===== src/sccb_pkg.sv =====
// Package: constants and types for the servo command control-bit decoder
package sccb_pkg;

  // Cyclic command code field (bits 6 to 4 of byte 1)
  localparam int unsigned CYC_W       = 3;
  localparam logic [2:0]  CYC_PROFILE = 3'h1;

  // Non-cyclic command code field (bits 3 to 0 of byte 1)
  localparam int unsigned NCY_W       = 4;
  localparam logic [3:0]  NCY_HOMING  = 4'h4;

  // Parameter widths and enabling values
  localparam int unsigned PRM_W       = 4;
  localparam logic [3:0]  SFB_MODE_VFULL   = 4'h0;
  localparam logic [3:0]  SFB_MODE_DISP    = 4'h1;
  localparam logic [3:0]  TLIM_SEL_A       = 4'h3;
  localparam logic [3:0]  TLIM_SEL_B       = 4'h4;
  localparam logic [3:0]  SLIM_SEL_ON      = 4'h1;

  // Control-bit field positions within the 16-bit field
  localparam int unsigned CB_W        = 16;
  localparam int unsigned B_SERVO_ON  = 15;
  localparam int unsigned B_FB_CTRL   = 14;
  localparam int unsigned B_GAIN      = 13;
  localparam int unsigned B_TLIM      = 12;
  localparam int unsigned B_HOME_ARM  = 11;
  localparam int unsigned B_EHALT     = 10;
  localparam int unsigned B_CHALT     = 9;
  localparam int unsigned B_PAUSE     = 8;
  localparam int unsigned B_SLIM      = 7;
  localparam int unsigned B_OUT_TWO   = 1;
  localparam int unsigned B_OUT_ONE   = 0;

  localparam logic [15:0] CB_RESET    = 16'h0000;

  // Profile stop request encoding
  typedef enum logic [1:0] {
    SCCB_STOP_NONE,
    SCCB_STOP_EMERG,
    SCCB_STOP_DECEL,
    SCCB_STOP_PAUSE
  } sccb_stop_e;

endpackage : sccb_pkg


===== src/sccb_ctrl.sv =====
// Decoder for the control-bit field of each cyclic command frame
//
// Behaviour
// - Servo-enable bit: 0 off, 1 on
// - Mapped external enable ANDs with command bit
// - Dropping servo-enable during retract raises alarms
// - Feedback bit role chosen by sensor mode
// - Virtual role: 0 full-closed, 1 virtual
// - Sensor role: 0 disable, 1 enable displacement
// - Gain bit: 0 first, 1 second set
// - Gain bit needs tuning off, gain2, net switch
// - Torque-limit bit honoured for selection 3 or 4
// - Homing arm enables home trigger detection
// - Homing arm ignored unless homing command
// - Emergency halt stops profile immediately
// - Controlled halt decelerates, then ends profile
// - Pause decelerates and holds without ending
// - Speed-limit bit honoured for selection 1
// - Network outputs drive only when assigned
// - Network outputs never affect servo control
// - Profile mode is cyclic code 1
`timescale 1ns/1ns
`default_nettype none

module sccb_ctrl
  import sccb_pkg::*;
(
  input  wire logic             i_mclk,
  input  wire logic             i_rst_n,
  input  wire logic             i_frame_valid,
  input  wire logic [CB_W-1:0]  i_ctrl_bits,
  input  wire logic [CYC_W-1:0] i_cyclic_code,
  input  wire logic [NCY_W-1:0] i_noncyclic_code,
  input  wire logic             i_ctrl_cycle,
  input  wire logic             i_ext_enable_assigned,
  input  wire logic             i_external_servo_enable_input,
  input  wire logic             i_retract_active_flag,
  input  wire logic [PRM_W-1:0] i_sensor_feedback_mode_param,
  input  wire logic             i_rt_autotune_on,
  input  wire logic             i_second_gain_en,
  input  wire logic             i_net_gain_switch_en,
  input  wire logic [PRM_W-1:0] i_torque_limit_selection_param,
  input  wire logic [PRM_W-1:0] i_speed_limit_selection_param,
  input  wire logic             i_home_trigger,
  input  wire logic             i_out_one_assigned,
  input  wire logic             i_out_two_assigned,
  output logic                  o_servo_on,
  output logic                  o_virtual_full_closed,
  output logic                  o_displacement_control_enable,
  output logic                  o_gain_select_bit,
  output logic                  o_torque_limit_select_bit,
  output logic                  o_speed_limit_select_bit,
  output logic                  o_home_armed,
  output logic                  o_home_detected,
  output logic                  o_profile_position_mode,
  output logic                  o_profile_stop_gen,
  output logic                  o_profile_end,
  output logic                  o_profile_decel,
  output logic                  o_profile_hold,
  output logic                  o_retract_error_alarm_a,
  output logic                  o_retract_error_alarm_b,
  output logic                  o_network_output_one,
  output logic                  o_network_output_two
);

  // ----------------------------------------------------------------
  // Input synchronisers for pin-level signals
  // ----------------------------------------------------------------
  logic [2:0] pin_s1_q;
  logic [2:0] pin_s1_d;
  logic [2:0] pin_s2_q;
  logic [2:0] pin_s2_d;

  always_comb begin
    pin_s1_d = {i_home_trigger, i_retract_active_flag, i_external_servo_enable_input};
    pin_s2_d = pin_s1_q;
    if (!i_rst_n) begin
      pin_s1_d = 3'h0;
      pin_s2_d = 3'h0;
    end
  end

  always_ff @(posedge i_mclk) begin
    pin_s1_q <= pin_s1_d;
    pin_s2_q <= pin_s2_d;
  end

  logic ext_en_s;
  logic retract_s;
  logic home_trig_s;
  assign ext_en_s    = pin_s2_q[0];
  assign retract_s   = pin_s2_q[1];
  assign home_trig_s = pin_s2_q[2];

  // ----------------------------------------------------------------
  // Frame latch and apply stage
  // ----------------------------------------------------------------
  logic [CB_W-1:0]  rx_bits_q;
  logic [CB_W-1:0]  rx_bits_d;
  logic [CYC_W-1:0] rx_cyc_q;
  logic [CYC_W-1:0] rx_cyc_d;
  logic [NCY_W-1:0] rx_ncy_q;
  logic [NCY_W-1:0] rx_ncy_d;
  logic [CB_W-1:0]  cb_q;
  logic [CB_W-1:0]  cb_d;
  logic [CYC_W-1:0] cyc_q;
  logic [CYC_W-1:0] cyc_d;
  logic [NCY_W-1:0] ncy_q;
  logic [NCY_W-1:0] ncy_d;

  always_comb begin
    rx_bits_d = rx_bits_q;
    rx_cyc_d  = rx_cyc_q;
    rx_ncy_d  = rx_ncy_q;
    cb_d      = cb_q;
    cyc_d     = cyc_q;
    ncy_d     = ncy_q;
    if (i_frame_valid) begin
      rx_bits_d = i_ctrl_bits;
      rx_cyc_d  = i_cyclic_code;
      rx_ncy_d  = i_noncyclic_code;
    end
    if (i_ctrl_cycle) begin
      cb_d  = rx_bits_q;
      cyc_d = rx_cyc_q;
      ncy_d = rx_ncy_q;
    end
    if (!i_rst_n) begin
      rx_bits_d = CB_RESET;
      rx_cyc_d  = '0;
      rx_ncy_d  = '0;
      cb_d      = CB_RESET;
      cyc_d     = '0;
      ncy_d     = '0;
    end
  end

  always_ff @(posedge i_mclk) begin
    rx_bits_q <= rx_bits_d;
    rx_cyc_q  <= rx_cyc_d;
    rx_ncy_q  <= rx_ncy_d;
    cb_q      <= cb_d;
    cyc_q     <= cyc_d;
    ncy_q     <= ncy_d;
  end

  // ----------------------------------------------------------------
  // Decode of applied bits
  // ----------------------------------------------------------------
  logic       servo_req;
  logic       profile_mode;
  logic       fb_bit;
  sccb_stop_e stop_req;

  assign servo_req = cb_q[B_SERVO_ON]
                   & (ext_en_s | ~i_ext_enable_assigned);
  assign profile_mode = (cyc_q == CYC_PROFILE);
  assign fb_bit    = cb_q[B_FB_CTRL];

  // Emergency halt outranks controlled halt, which outranks pause
  always_comb begin
    stop_req = SCCB_STOP_NONE;
    if (profile_mode) begin
      if (cb_q[B_EHALT]) begin
        stop_req = SCCB_STOP_EMERG;
      end else if (cb_q[B_CHALT]) begin
        stop_req = SCCB_STOP_DECEL;
      end else if (cb_q[B_PAUSE]) begin
        stop_req = SCCB_STOP_PAUSE;
      end
    end
  end

  // ----------------------------------------------------------------
  // Registered outputs
  // ----------------------------------------------------------------
  logic [16:0] out_q;
  logic [16:0] out_d;

  always_comb begin
    out_d     = '0;
    out_d[0]  = servo_req;
    out_d[1]  = (i_sensor_feedback_mode_param == SFB_MODE_VFULL) & fb_bit;
    out_d[2]  = (i_sensor_feedback_mode_param == SFB_MODE_DISP) & fb_bit;
    out_d[3]  = cb_q[B_GAIN] & ~i_rt_autotune_on & i_second_gain_en
              & i_net_gain_switch_en;
    out_d[4]  = cb_q[B_TLIM] & ((i_torque_limit_selection_param == TLIM_SEL_A)
              | (i_torque_limit_selection_param == TLIM_SEL_B));
    out_d[5]  = cb_q[B_SLIM]
              & (i_speed_limit_selection_param == SLIM_SEL_ON);
    out_d[6]  = cb_q[B_HOME_ARM] & (ncy_q == NCY_HOMING);
    out_d[7]  = out_d[6] & home_trig_s;
    out_d[8]  = profile_mode;
    out_d[9]  = (stop_req == SCCB_STOP_EMERG);
    out_d[10] = (stop_req == SCCB_STOP_EMERG) | (stop_req == SCCB_STOP_DECEL);
    out_d[11] = (stop_req == SCCB_STOP_DECEL) | (stop_req == SCCB_STOP_PAUSE);
    out_d[12] = (stop_req == SCCB_STOP_PAUSE);
    // Sticky alarms: servo dropped while retracting
    out_d[13] = out_q[13] | (retract_s & ~servo_req);
    out_d[14] = out_q[14] | (retract_s & ~servo_req);
    out_d[15] = cb_q[B_OUT_ONE] & i_out_one_assigned;
    out_d[16] = cb_q[B_OUT_TWO] & i_out_two_assigned;
    if (!i_rst_n) begin
      out_d = '0;
    end
  end

  always_ff @(posedge i_mclk) begin
    out_q <= out_d;
  end

  assign o_servo_on                    = out_q[0];
  assign o_virtual_full_closed         = out_q[1];
  assign o_displacement_control_enable = out_q[2];
  assign o_gain_select_bit             = out_q[3];
  assign o_torque_limit_select_bit     = out_q[4];
  assign o_speed_limit_select_bit      = out_q[5];
  assign o_home_armed                  = out_q[6];
  assign o_home_detected               = out_q[7];
  assign o_profile_position_mode       = out_q[8];
  assign o_profile_stop_gen            = out_q[9];
  assign o_profile_end                 = out_q[10];
  assign o_profile_decel               = out_q[11];
  assign o_profile_hold                = out_q[12];
  assign o_retract_error_alarm_a       = out_q[13];
  assign o_retract_error_alarm_b       = out_q[14];
  assign o_network_output_one          = out_q[15];
  assign o_network_output_two          = out_q[16];

  // ----------------------------------------------------------------
  // Assertions
  // ----------------------------------------------------------------
  property p_servo_and;
    @(posedge i_mclk) disable iff (!i_rst_n)
      (i_ext_enable_assigned && !ext_en_s) |=> !o_servo_on;
  endproperty
  a_servo_and: assert property (p_servo_and) else $error("servo on without external enable");

  property p_servo_on;
    @(posedge i_mclk) disable iff (!i_rst_n)
      (cb_q[B_SERVO_ON] && !i_ext_enable_assigned) |=> o_servo_on;
  endproperty
  a_servo_on: assert property (p_servo_on) else $error("servo request not honoured");

  property p_retract;
    @(posedge i_mclk) disable iff (!i_rst_n)
      (retract_s && !servo_req) |=> (o_retract_error_alarm_a && o_retract_error_alarm_b);
  endproperty
  a_retract: assert property (p_retract) else $error("retract alarm missing");

  property p_fb_roles;
    @(posedge i_mclk) disable iff (!i_rst_n)
      (i_sensor_feedback_mode_param != SFB_MODE_VFULL) |=> !o_virtual_full_closed;
  endproperty
  a_fb_roles: assert property (p_fb_roles) else $error("virtual role outside its mode");

  property p_gain;
    @(posedge i_mclk) disable iff (!i_rst_n)
      i_rt_autotune_on |=> !o_gain_select_bit;
  endproperty
  a_gain: assert property (p_gain) else $error("gain switched under auto tuning");

  property p_tlim;
    @(posedge i_mclk) disable iff (!i_rst_n)
      (i_torque_limit_selection_param == TLIM_SEL_A && cb_q[B_TLIM]) |=> o_torque_limit_select_bit;
  endproperty
  a_tlim: assert property (p_tlim) else $error("torque limit bit lost");

  property p_slim;
    @(posedge i_mclk) disable iff (!i_rst_n)
      (i_speed_limit_selection_param != SLIM_SEL_ON) |=> !o_speed_limit_select_bit;
  endproperty
  a_slim: assert property (p_slim) else $error("speed limit bit not gated");

  property p_home;
    @(posedge i_mclk) disable iff (!i_rst_n)
      (ncy_q != NCY_HOMING) |=> !o_home_armed;
  endproperty
  a_home: assert property (p_home) else $error("homing arm outside homing command");

  property p_halt_profile;
    @(posedge i_mclk) disable iff (!i_rst_n)
      (cyc_q != CYC_PROFILE) |=> !(o_profile_end || o_profile_decel);
  endproperty
  a_halt_profile: assert property (p_halt_profile) else $error("profile stop outside profile mode");

  property p_latch;
    @(posedge i_mclk) disable iff (!i_rst_n)
      (i_frame_valid ##1 i_ctrl_cycle && !i_frame_valid) |=> (cb_q == $past(i_ctrl_bits, 2));
  endproperty
  a_latch: assert property (p_latch) else $error("frame bits not applied");

  c_servo:  cover property (@(posedge i_mclk) disable iff (!i_rst_n) $rose(o_servo_on));
  c_emerg:  cover property (@(posedge i_mclk) disable iff (!i_rst_n) o_profile_stop_gen);
  c_pause:  cover property (@(posedge i_mclk) disable iff (!i_rst_n) o_profile_hold);
  c_homed:  cover property (@(posedge i_mclk) disable iff (!i_rst_n) o_home_detected);

endmodule : sccb_ctrl

`default_nettype wire


===== config.mk =====
export PLATFORM = sky130hd
export DESIGN_NAME = sccb_ctrl
export DESIGN_NICKNAME = d
export VERILOG_FILES = /design/src/sccb_pkg.sv /design/src/sccb_ctrl.sv
export SDC_FILE = /design/constraint.sdc
export NUM_CORES = 1
export LEC_CHECK = 0
export ABC_CLOCK_PERIOD_IN_PS = 1700
export BUFFER_PORTS_ARGS = -buffer_cell sky130_fd_sc_hd__buf_2
export CAP_MARGIN = 10
export CORE_ASPECT_RATIO = 0.6
export CORE_UTILIZATION = 35
export CTS_BUF_LIST = sky130_fd_sc_hd__clkbuf_4 sky130_fd_sc_hd__clkbuf_8
export DETAILED_ROUTE_END_ITERATION = 7
export GPL_ROUTABILITY_DRIVEN = 0
export GPL_TIMING_DRIVEN = 1
export SKIP_CTS_REPAIR_TIMING = 1
export SYNTH_ARGS = -nofsm -noshare
export SYNTH_HDL_FRONTEND = slang
export SYNTH_SLANG_ARGS = --single-unit

===== constraint.sdc =====
create_clock -name i_mclk -period 1.7 [get_ports i_mclk]
set_input_delay 0.17 -clock i_mclk [delete_from_list [all_inputs] [get_ports i_mclk]]
set_output_delay 0.17 -clock i_mclk [all_outputs]
set_load 0.005 [all_outputs]

==> impl_metrics.xml, run 1 <==
<?xml version="1.0" encoding="UTF-8"?>
<metrics>
  <group name="clock_network">
    <metric name="cts_htree_levels" unit="">3</metric>
    <metric name="cts_max_path_buffers" unit="">2</metric>
    <metric name="tritoncts" unit="">built</metric>
    <metric name="clock_sinks" unit="">59</metric>
    <metric name="number_of_buffers_created_by_cts" unit="">9</metric>
    <metric name="root_driver" unit="">clkbuf_8</metric>
    <metric name="clk_latency" unit="ps">330</metric>
    <metric name="path_clk_slew" unit="ps">70</metric>
  </group>
  <group name="placed_design">
    <metric name="dpl_worst_slack" unit="ps">175</metric>
    <metric name="place.detailed.instances" unit="">319</metric>
    <metric name="io_buffers" unit="">59</metric>
    <metric name="post_dp_hpwl" unit="mm">2.55</metric>
  </group>
  <group name="synth">
    <metric name="share_of_synthesized_registers_carrying_an_async_set_or_reset" unit="%">0</metric>
    <metric name="synth.lib_cells_used.distinct" unit="">26</metric>
    <metric name="synth_sequential_area_ratio" unit="%">55.6</metric>
    <metric name="synth.ff_latch_count" unit="">59</metric>
    <metric name="netlist_instances" unit="">187</metric>
    <metric name="synthFlopType" unit="">dfxtp_1</metric>
    <metric name="yosysWarnings" unit="">0</metric>
    <metric name="synthesis.area_per_instance" unit="sq um">11.4</metric>
    <metric name="synth_area" unit="sq um">2120</metric>
    <metric name="synth_enable_flop_cells" unit="">0</metric>
    <metric name="mappedNetlistNets" unit="">238</metric>
  </group>
  <group name="worst_setup_path">
    <metric name="rr_endpoint" unit="">out_q[10]</metric>
    <metric name="crit_fanout" unit="">3</metric>
    <metric name="worst-setup-path-type" unit="">reg2reg</metric>
    <metric name="timing.critical_path.arrival" unit="ps">1810</metric>
    <metric name="cp.required" unit="ps">1970</metric>
    <metric name="r2r_cells" unit="">5</metric>
    <metric name="worstSetupEndpointType" unit="">register</metric>
    <metric name="r2r_setup_slack" unit="ps">160</metric>
    <metric name="crit-reg2reg-launch" unit="">cyc_q[2]</metric>
    <metric name="setup.worst_path.start_class" unit="">register</metric>
  </group>
  <group name="routing">
    <metric name="drt_pass1_iterations" unit="">4</metric>
    <metric name="totalWireLength" unit="mm">3.71</metric>
    <metric name="vias" unit="">1435</metric>
    <metric name="first_iter_violations" unit="">10</metric>
    <metric name="detail_route.drc_violations" unit="">0</metric>
    <metric name="wire_per_inst" unit="um">11.0</metric>
    <metric name="avgViaCountPerCell" unit="">4.26</metric>
    <metric name="postRouteAntennaNets" unit="">0</metric>
  </group>
  <group name="cells_and_area">
    <metric name="num-nets-final" unit="">303</metric>
    <metric name="most-common-layout-cells" unit="">59 x dfxtp_1, 59 x buf_2, 38 x nor2b_1, 36 x mux2i_1</metric>
    <metric name="area_delta_synth_final" unit="%">29.0</metric>
    <metric name="ant_diodes" unit="">0</metric>
    <metric name="final_cell_count_no_fill" unit="">337</metric>
    <metric name="finish.utilization" unit="%">48.0</metric>
    <metric name="drive_above_1_share" unit="%">31.1</metric>
  </group>
  <group name="floorplan">
    <metric name="design.die.area" unit="sq um">6390</metric>
    <metric name="pin_count" unit="">65</metric>
    <metric name="die_width" unit="um">103</metric>
    <metric name="core_region_area" unit="sq um">5700</metric>
    <metric name="std_cell_rows" unit="">21</metric>
    <metric name="initial_core_util" unit="%">37.2</metric>
    <metric name="die_height" unit="um">62.3</metric>
  </group>
  <group name="timing">
    <metric name="slew_violations" unit="">0</metric>
    <metric name="timing.final.hold_violations" unit="">0</metric>
    <metric name="slew_headroom" unit="%">60.5</metric>
    <metric name="rsz0062_at_grt" unit="">false</metric>
    <metric name="final_critical_path_setup_slack" unit="ps">159</metric>
    <metric name="final_number_of_setup_violating_endpoints" unit="">0</metric>
    <metric name="max_freq" unit="GHz">0.649</metric>
    <metric name="clock_skew" unit="ps">4.00</metric>
    <metric name="final_period_minus_worst_setup_slack" unit="ps">1540</metric>
    <metric name="setup_total_negative_slack" unit="ps">0</metric>
    <metric name="worst_pin_slew" unit="ps">593</metric>
    <metric name="fin_crit_sh" unit="%">90.7</metric>
  </group>
  <group name="grt">
    <metric name="number_of_global_route_vias_before_repair" unit="">1318</metric>
    <metric name="global_route_total_usage_across_every_layer" unit="%">13.1</metric>
    <metric name="gr-total-overflow" unit="">0</metric>
    <metric name="antenna_found_initial" unit="">0</metric>
    <metric name="grt_max_degree" unit="">23</metric>
    <metric name="grt_pass1_wl" unit="mm">6.02</metric>
  </group>
  <group name="pwr">
    <metric name="post-layout-total-power" unit="mW">3.06</metric>
    <metric name="p_leak" unit="nW">1.27</metric>
    <metric name="vdd_drop_max" unit="V">0.000493</metric>
    <metric name="cellPowerDensity" unit="nW/um^2">1120</metric>
  </group>
  <group name="hold_path">
    <metric name="hold_path_class" unit="">in2reg</metric>
    <metric name="whs_endpoint" unit="">out_q[1]</metric>
    <metric name="hold_depth" unit="">2</metric>
    <metric name="hp-start" unit="">i_sensor_feedback_mode_param[0]</metric>
  </group>
  <group name="status">
    <metric name="outcome" unit="">finished, final reports clean</metric>
  </group>
  <group name="flow_run">
    <metric name="max_cap_violations" unit="">0</metric>
  </group>
</metrics>
registers in the layout, indices dropped and copies added (netlist names):
register / flops
rx_bits_q: 11
pin_s1_q: 3
rx_cyc_q: 3
cb_q: 11
ncy_q: 4
cyc_q: 3
out_q: 17
pin_s2_q: 3
rx_ncy_q: 4
layer usage:
layer	vias up	GRT usage, %	share of wire [%]
met3	10	7.21	7.4
met4	0	6.43	2.0
met5	-	0	0
met1	634	17.5	52
met2	45	16.7	39
li1	746	-	-
cells in the mapped netlist (3+ instances only):
master | n | share of area (%)
dfxtp_1 | 59 | 56
nor2b_1 | 38 | 11
mux2i_1 | 36 | 17
and2_1 | 10 | 2.9
clkbuf_1 | 5 | 0.88
and3_1 | 4 | 1.2
nand2_1 | 4 | 0.71
nor2_1 | 4 | 0.71
buf_2 | 3 | 0.71
ha_1 | 3 | 1.8
o21a_1 | 3 | 1.1
per-stage QoR:
step / hold WS, ps / instance area, sq um
CTS: -32.3 / 2720
finish: 1.58 / 2740
global placement: 332 / 2490
global route: 2.75 / 2740
detailed placement: 333 / 2490
floorplan: 242 / 2120
report_power, final:
group / internal, mW / switching [mW]
clock: 0.864 / 0.543
sequential: 1.43 / 0.0234
combinational: 0.114 / 0.0833
critical path, cell delays in order (launching register included):
cell and delay (ps):
dfxtp_1 320, or3b_1 390, or3_4 380, inv_2 70
ha_1 220, nor2b_1 100
worst max path at each step:
stage / from / slack, ps / to
after floorplan: cyc_q[2] / 250 / out_q[9]
after CTS: cyc_q[2] / 150 / out_q[10]
final: cyc_q[2] / 160 / out_q[10]
after detailed placement: cyc_q[2] / 180 / out_q[10]
after global routing: cyc_q[2] / 80 / out_q[10]
after global placement: cyc_q[2] / 190 / out_q[10]
kinds of logic (layout without fill, tap and decap cells):
family                   Yosys count  count (layout)  share of synthesized area [%]
buffers and inverters             12              82                           2.65
flip-flops                        59              59                           55.6
AND/OR/NAND/NOR                   71              71                           21.0
adder cells (fa/ha/maj)            3               3                           1.77
AO/OA/AOI/OAI                      6               6                           2.00
multiplexers                      36              36                           17.0
final cells by class:
cell class,count,area (sq um)
Clock buffer,10,138
Clock inverter,6,88.8
Fill cell,569,2960
Inverter,2,7.51
Multi-Input combinational cell,116,886
Sequential cell,59,1180
Tap cell,80,100
Timing Repair Buffer,64,338
(Power assumes the default switching activity.)
==> run 2, diff against run 1 <==
- REMOVE_ABC_BUFFERS: unset -> 1
- SETUP_SLACK_MARGIN: unset -> 0.1
==> impl_metrics.xml, run 2 (synthesis results as in run 1) <==
<?xml version="1.0" encoding="UTF-8"?>
<metrics>
  <group name="routing">
    <metric name="avgViaCountPerCell" unit="">4.19</metric>
    <metric name="drt_pass1_iterations" unit="">2</metric>
    <metric name="vias" unit="">1412</metric>
    <metric name="totalWireLength" unit="mm">3.57</metric>
    <metric name="wire_per_inst" unit="um">10.6</metric>
    <metric name="detail_route.drc_violations" unit="">0</metric>
    <metric name="postRouteAntennaNets" unit="">0</metric>
    <metric name="first_iter_violations" unit="">23</metric>
  </group>
  <group name="worst_setup_path">
    <metric name="path_cells" unit="">or3b_1 -&gt; or3_4 -&gt; inv_2 -&gt; ha_1 -&gt; nor2b_1</metric>
    <metric name="worst-setup-path-type" unit="">reg2reg</metric>
    <metric name="worstSetupStartpoint" unit="">cyc_q[2]</metric>
    <metric name="slowest_delay" unit="ps">380</metric>
    <metric name="crit-reg2reg-launch" unit="">cyc_q[2]</metric>
    <metric name="worstSetupEndpointType" unit="">register</metric>
    <metric name="slowest_stage_cell_on_the_critical_path" unit="">or3_4</metric>
    <metric name="crit_family" unit="">simple AND/OR/NAND/NOR gates</metric>
    <metric name="cp.buffers_inverters" unit="">1</metric>
    <metric name="cp.required" unit="ps">1970</metric>
    <metric name="crit_fanout" unit="">3</metric>
    <metric name="setup.worst_path.start_class" unit="">register</metric>
    <metric name="timing.critical_path.arrival" unit="ps">1760</metric>
  </group>
  <group name="timing">
    <metric name="final_period_minus_worst_setup_slack" unit="ps">1500</metric>
    <metric name="slew_headroom" unit="%">59.0</metric>
    <metric name="finalHoldWorstSlack" unit="ps">40.2</metric>
    <metric name="setup_total_negative_slack" unit="ps">0</metric>
    <metric name="final_number_of_setup_violating_endpoints" unit="">0</metric>
    <metric name="worst_pin_slew" unit="ps">615</metric>
    <metric name="slew_violations" unit="">0</metric>
    <metric name="clock_skew" unit="ps">4.88</metric>
    <metric name="max_freq" unit="GHz">0.669</metric>
    <metric name="timing.final.hold_violations" unit="">0</metric>
    <metric name="rsz0062_at_grt" unit="">false</metric>
    <metric name="fin_crit_sh" unit="%">88.0</metric>
    <metric name="final_critical_path_setup_slack" unit="ps">205</metric>
  </group>
  <group name="pwr">
    <metric name="power.net_switching" unit="mW">0.620</metric>
    <metric name="switching_share" unit="%">21.4</metric>
    <metric name="combPwrFrac" unit="%">6.8</metric>
    <metric name="power.share.sequential" unit="%">50.4</metric>
    <metric name="vdd_drop_max" unit="V">0.000394</metric>
    <metric name="p_leak" unit="nW">1.27</metric>
    <metric name="power.clock.fraction" unit="%">42.8</metric>
    <metric name="cellPowerDensity" unit="nW/um^2">1070</metric>
    <metric name="internal_power" unit="mW">2.27</metric>
  </group>
  <group name="grt">
    <metric name="grt.met2_usage" unit="%">16.5</metric>
    <metric name="gr-total-overflow" unit="">0</metric>
    <metric name="met1_usage" unit="%">16.0</metric>
    <metric name="grt_pass1_wl" unit="mm">5.84</metric>
    <metric name="grt_util_met3" unit="%">8.22</metric>
    <metric name="grt_max_degree" unit="">29</metric>
    <metric name="global_route_total_usage_across_every_layer" unit="%">12.7</metric>
    <metric name="grt_busiest_layer" unit="">met2</metric>
    <metric name="antenna_found_initial" unit="">0</metric>
    <metric name="number_of_global_route_vias_before_repair" unit="">1305</metric>
  </group>
  <group name="cells_and_area">
    <metric name="num-nets-final" unit="">303</metric>
    <metric name="number_of_flip_flops_in_the_largest_register" unit="">17</metric>
    <metric name="largest_registers" unit="">out_q (17), cb_q (11), rx_bits_q (11)</metric>
    <metric name="largest_register" unit="">out_q</metric>
    <metric name="most-common-layout-cells" unit="">59 x dfxtp_1, 59 x buf_2, 38 x nor2b_1, 36 x mux2i_1</metric>
    <metric name="area_delta_synth_final" unit="%">27.8</metric>
    <metric name="ant_diodes" unit="">0</metric>
    <metric name="drive_above_1_share" unit="%">30.7</metric>
    <metric name="finish.utilization" unit="%">47.6</metric>
  </group>
  <group name="floorplan">
    <metric name="pin_count" unit="">65</metric>
    <metric name="die_width" unit="um">103</metric>
    <metric name="core_region_area" unit="sq um">5700</metric>
    <metric name="design.die.area" unit="sq um">6390</metric>
    <metric name="std_cell_rows" unit="">21</metric>
    <metric name="initial_core_util" unit="%">37.2</metric>
    <metric name="die_height" unit="um">62.3</metric>
  </group>
  <group name="clock_network">
    <metric name="clk_latency" unit="ps">330</metric>
    <metric name="clock_sinks" unit="">59</metric>
    <metric name="cts_htree_levels" unit="">3</metric>
    <metric name="path_clk_slew" unit="ps">70</metric>
    <metric name="cts_max_path_buffers" unit="">2</metric>
    <metric name="root_driver" unit="">clkbuf_8</metric>
    <metric name="number_of_buffers_created_by_cts" unit="">9</metric>
    <metric name="tritoncts" unit="">built</metric>
  </group>
  <group name="hold_path">
    <metric name="hold_path_class" unit="">in2reg</metric>
    <metric name="hp-start" unit="">i_external_servo_enable_input</metric>
  </group>
  <group name="placed_design">
    <metric name="io_buffers" unit="">59</metric>
    <metric name="dpl_worst_slack" unit="ps">201</metric>
    <metric name="post_dp_hpwl" unit="mm">2.38</metric>
  </group>
  <group name="flow_run">
    <metric name="max_cap_violations" unit="">0</metric>
  </group>
  <group name="status">
    <metric name="outcome" unit="">finished, final reports clean</metric>
  </group>
</metrics>
-- run 2: path summary, 6_finish.rpt --
kind                            cells past startpoint  slack [ps]     endpoint
worst max-delay path                                5         200    out_q[10]
worst min-delay path                                2          40  pin_s1_q[0]
worst max register to register                      5         200    out_q[10]
worst min register to register                      1         430     out_q[7]
-- run 2: power groups by stage --
stage          Combinational [mW]  Clock [mW]  Sequential (mW)
6_report                    0.196        1.24             1.46
4_1_cts                     0.194        1.29             1.46
2_1_floorplan              0.0926           0             1.48
3_3_place_gp                0.190           0             1.49
5_1_grt                     0.221        1.36             1.46
3_5_place_dp                0.194           0             1.49
-- run 2: layout make-up --
| type | instances | area, sq um |
|---|---|---|
| fillers | 553 | 2990 |
| repair buffers | 64 | 340 |
| flip-flops and latches | 59 | 1180 |
| clock buffers | 11 | 145 |
| clock inverters | 5 | 52.6 |
| inverters | 2 | 7.51 |
| multi-input cells | 116 | 886 |
| well taps | 80 | 100 |
-- run 2: stage by stage --
| step | std cells | power [mW] | instance area, sq um |
|---|---|---|---|
| final | 337 | 2.89 | 2710 |
| after CTS | 334 | 2.94 | 2680 |
| after floorplan | 177 | 1.57 | 2070 |
| after global placement | 318 | 1.68 | 2480 |
| after detailed placement | 318 | 1.68 | 2480 |
| after global routing | 337 | 3.05 | 2710 |
-- run 2: metal layers --
metal | vias up | part of all wire (%)
met5 | - | 0
li1 | 746 | -
met3 | 7 | 8.5
met4 | 0 | 1.4
met2 | 44 | 39
met1 | 615 | 51
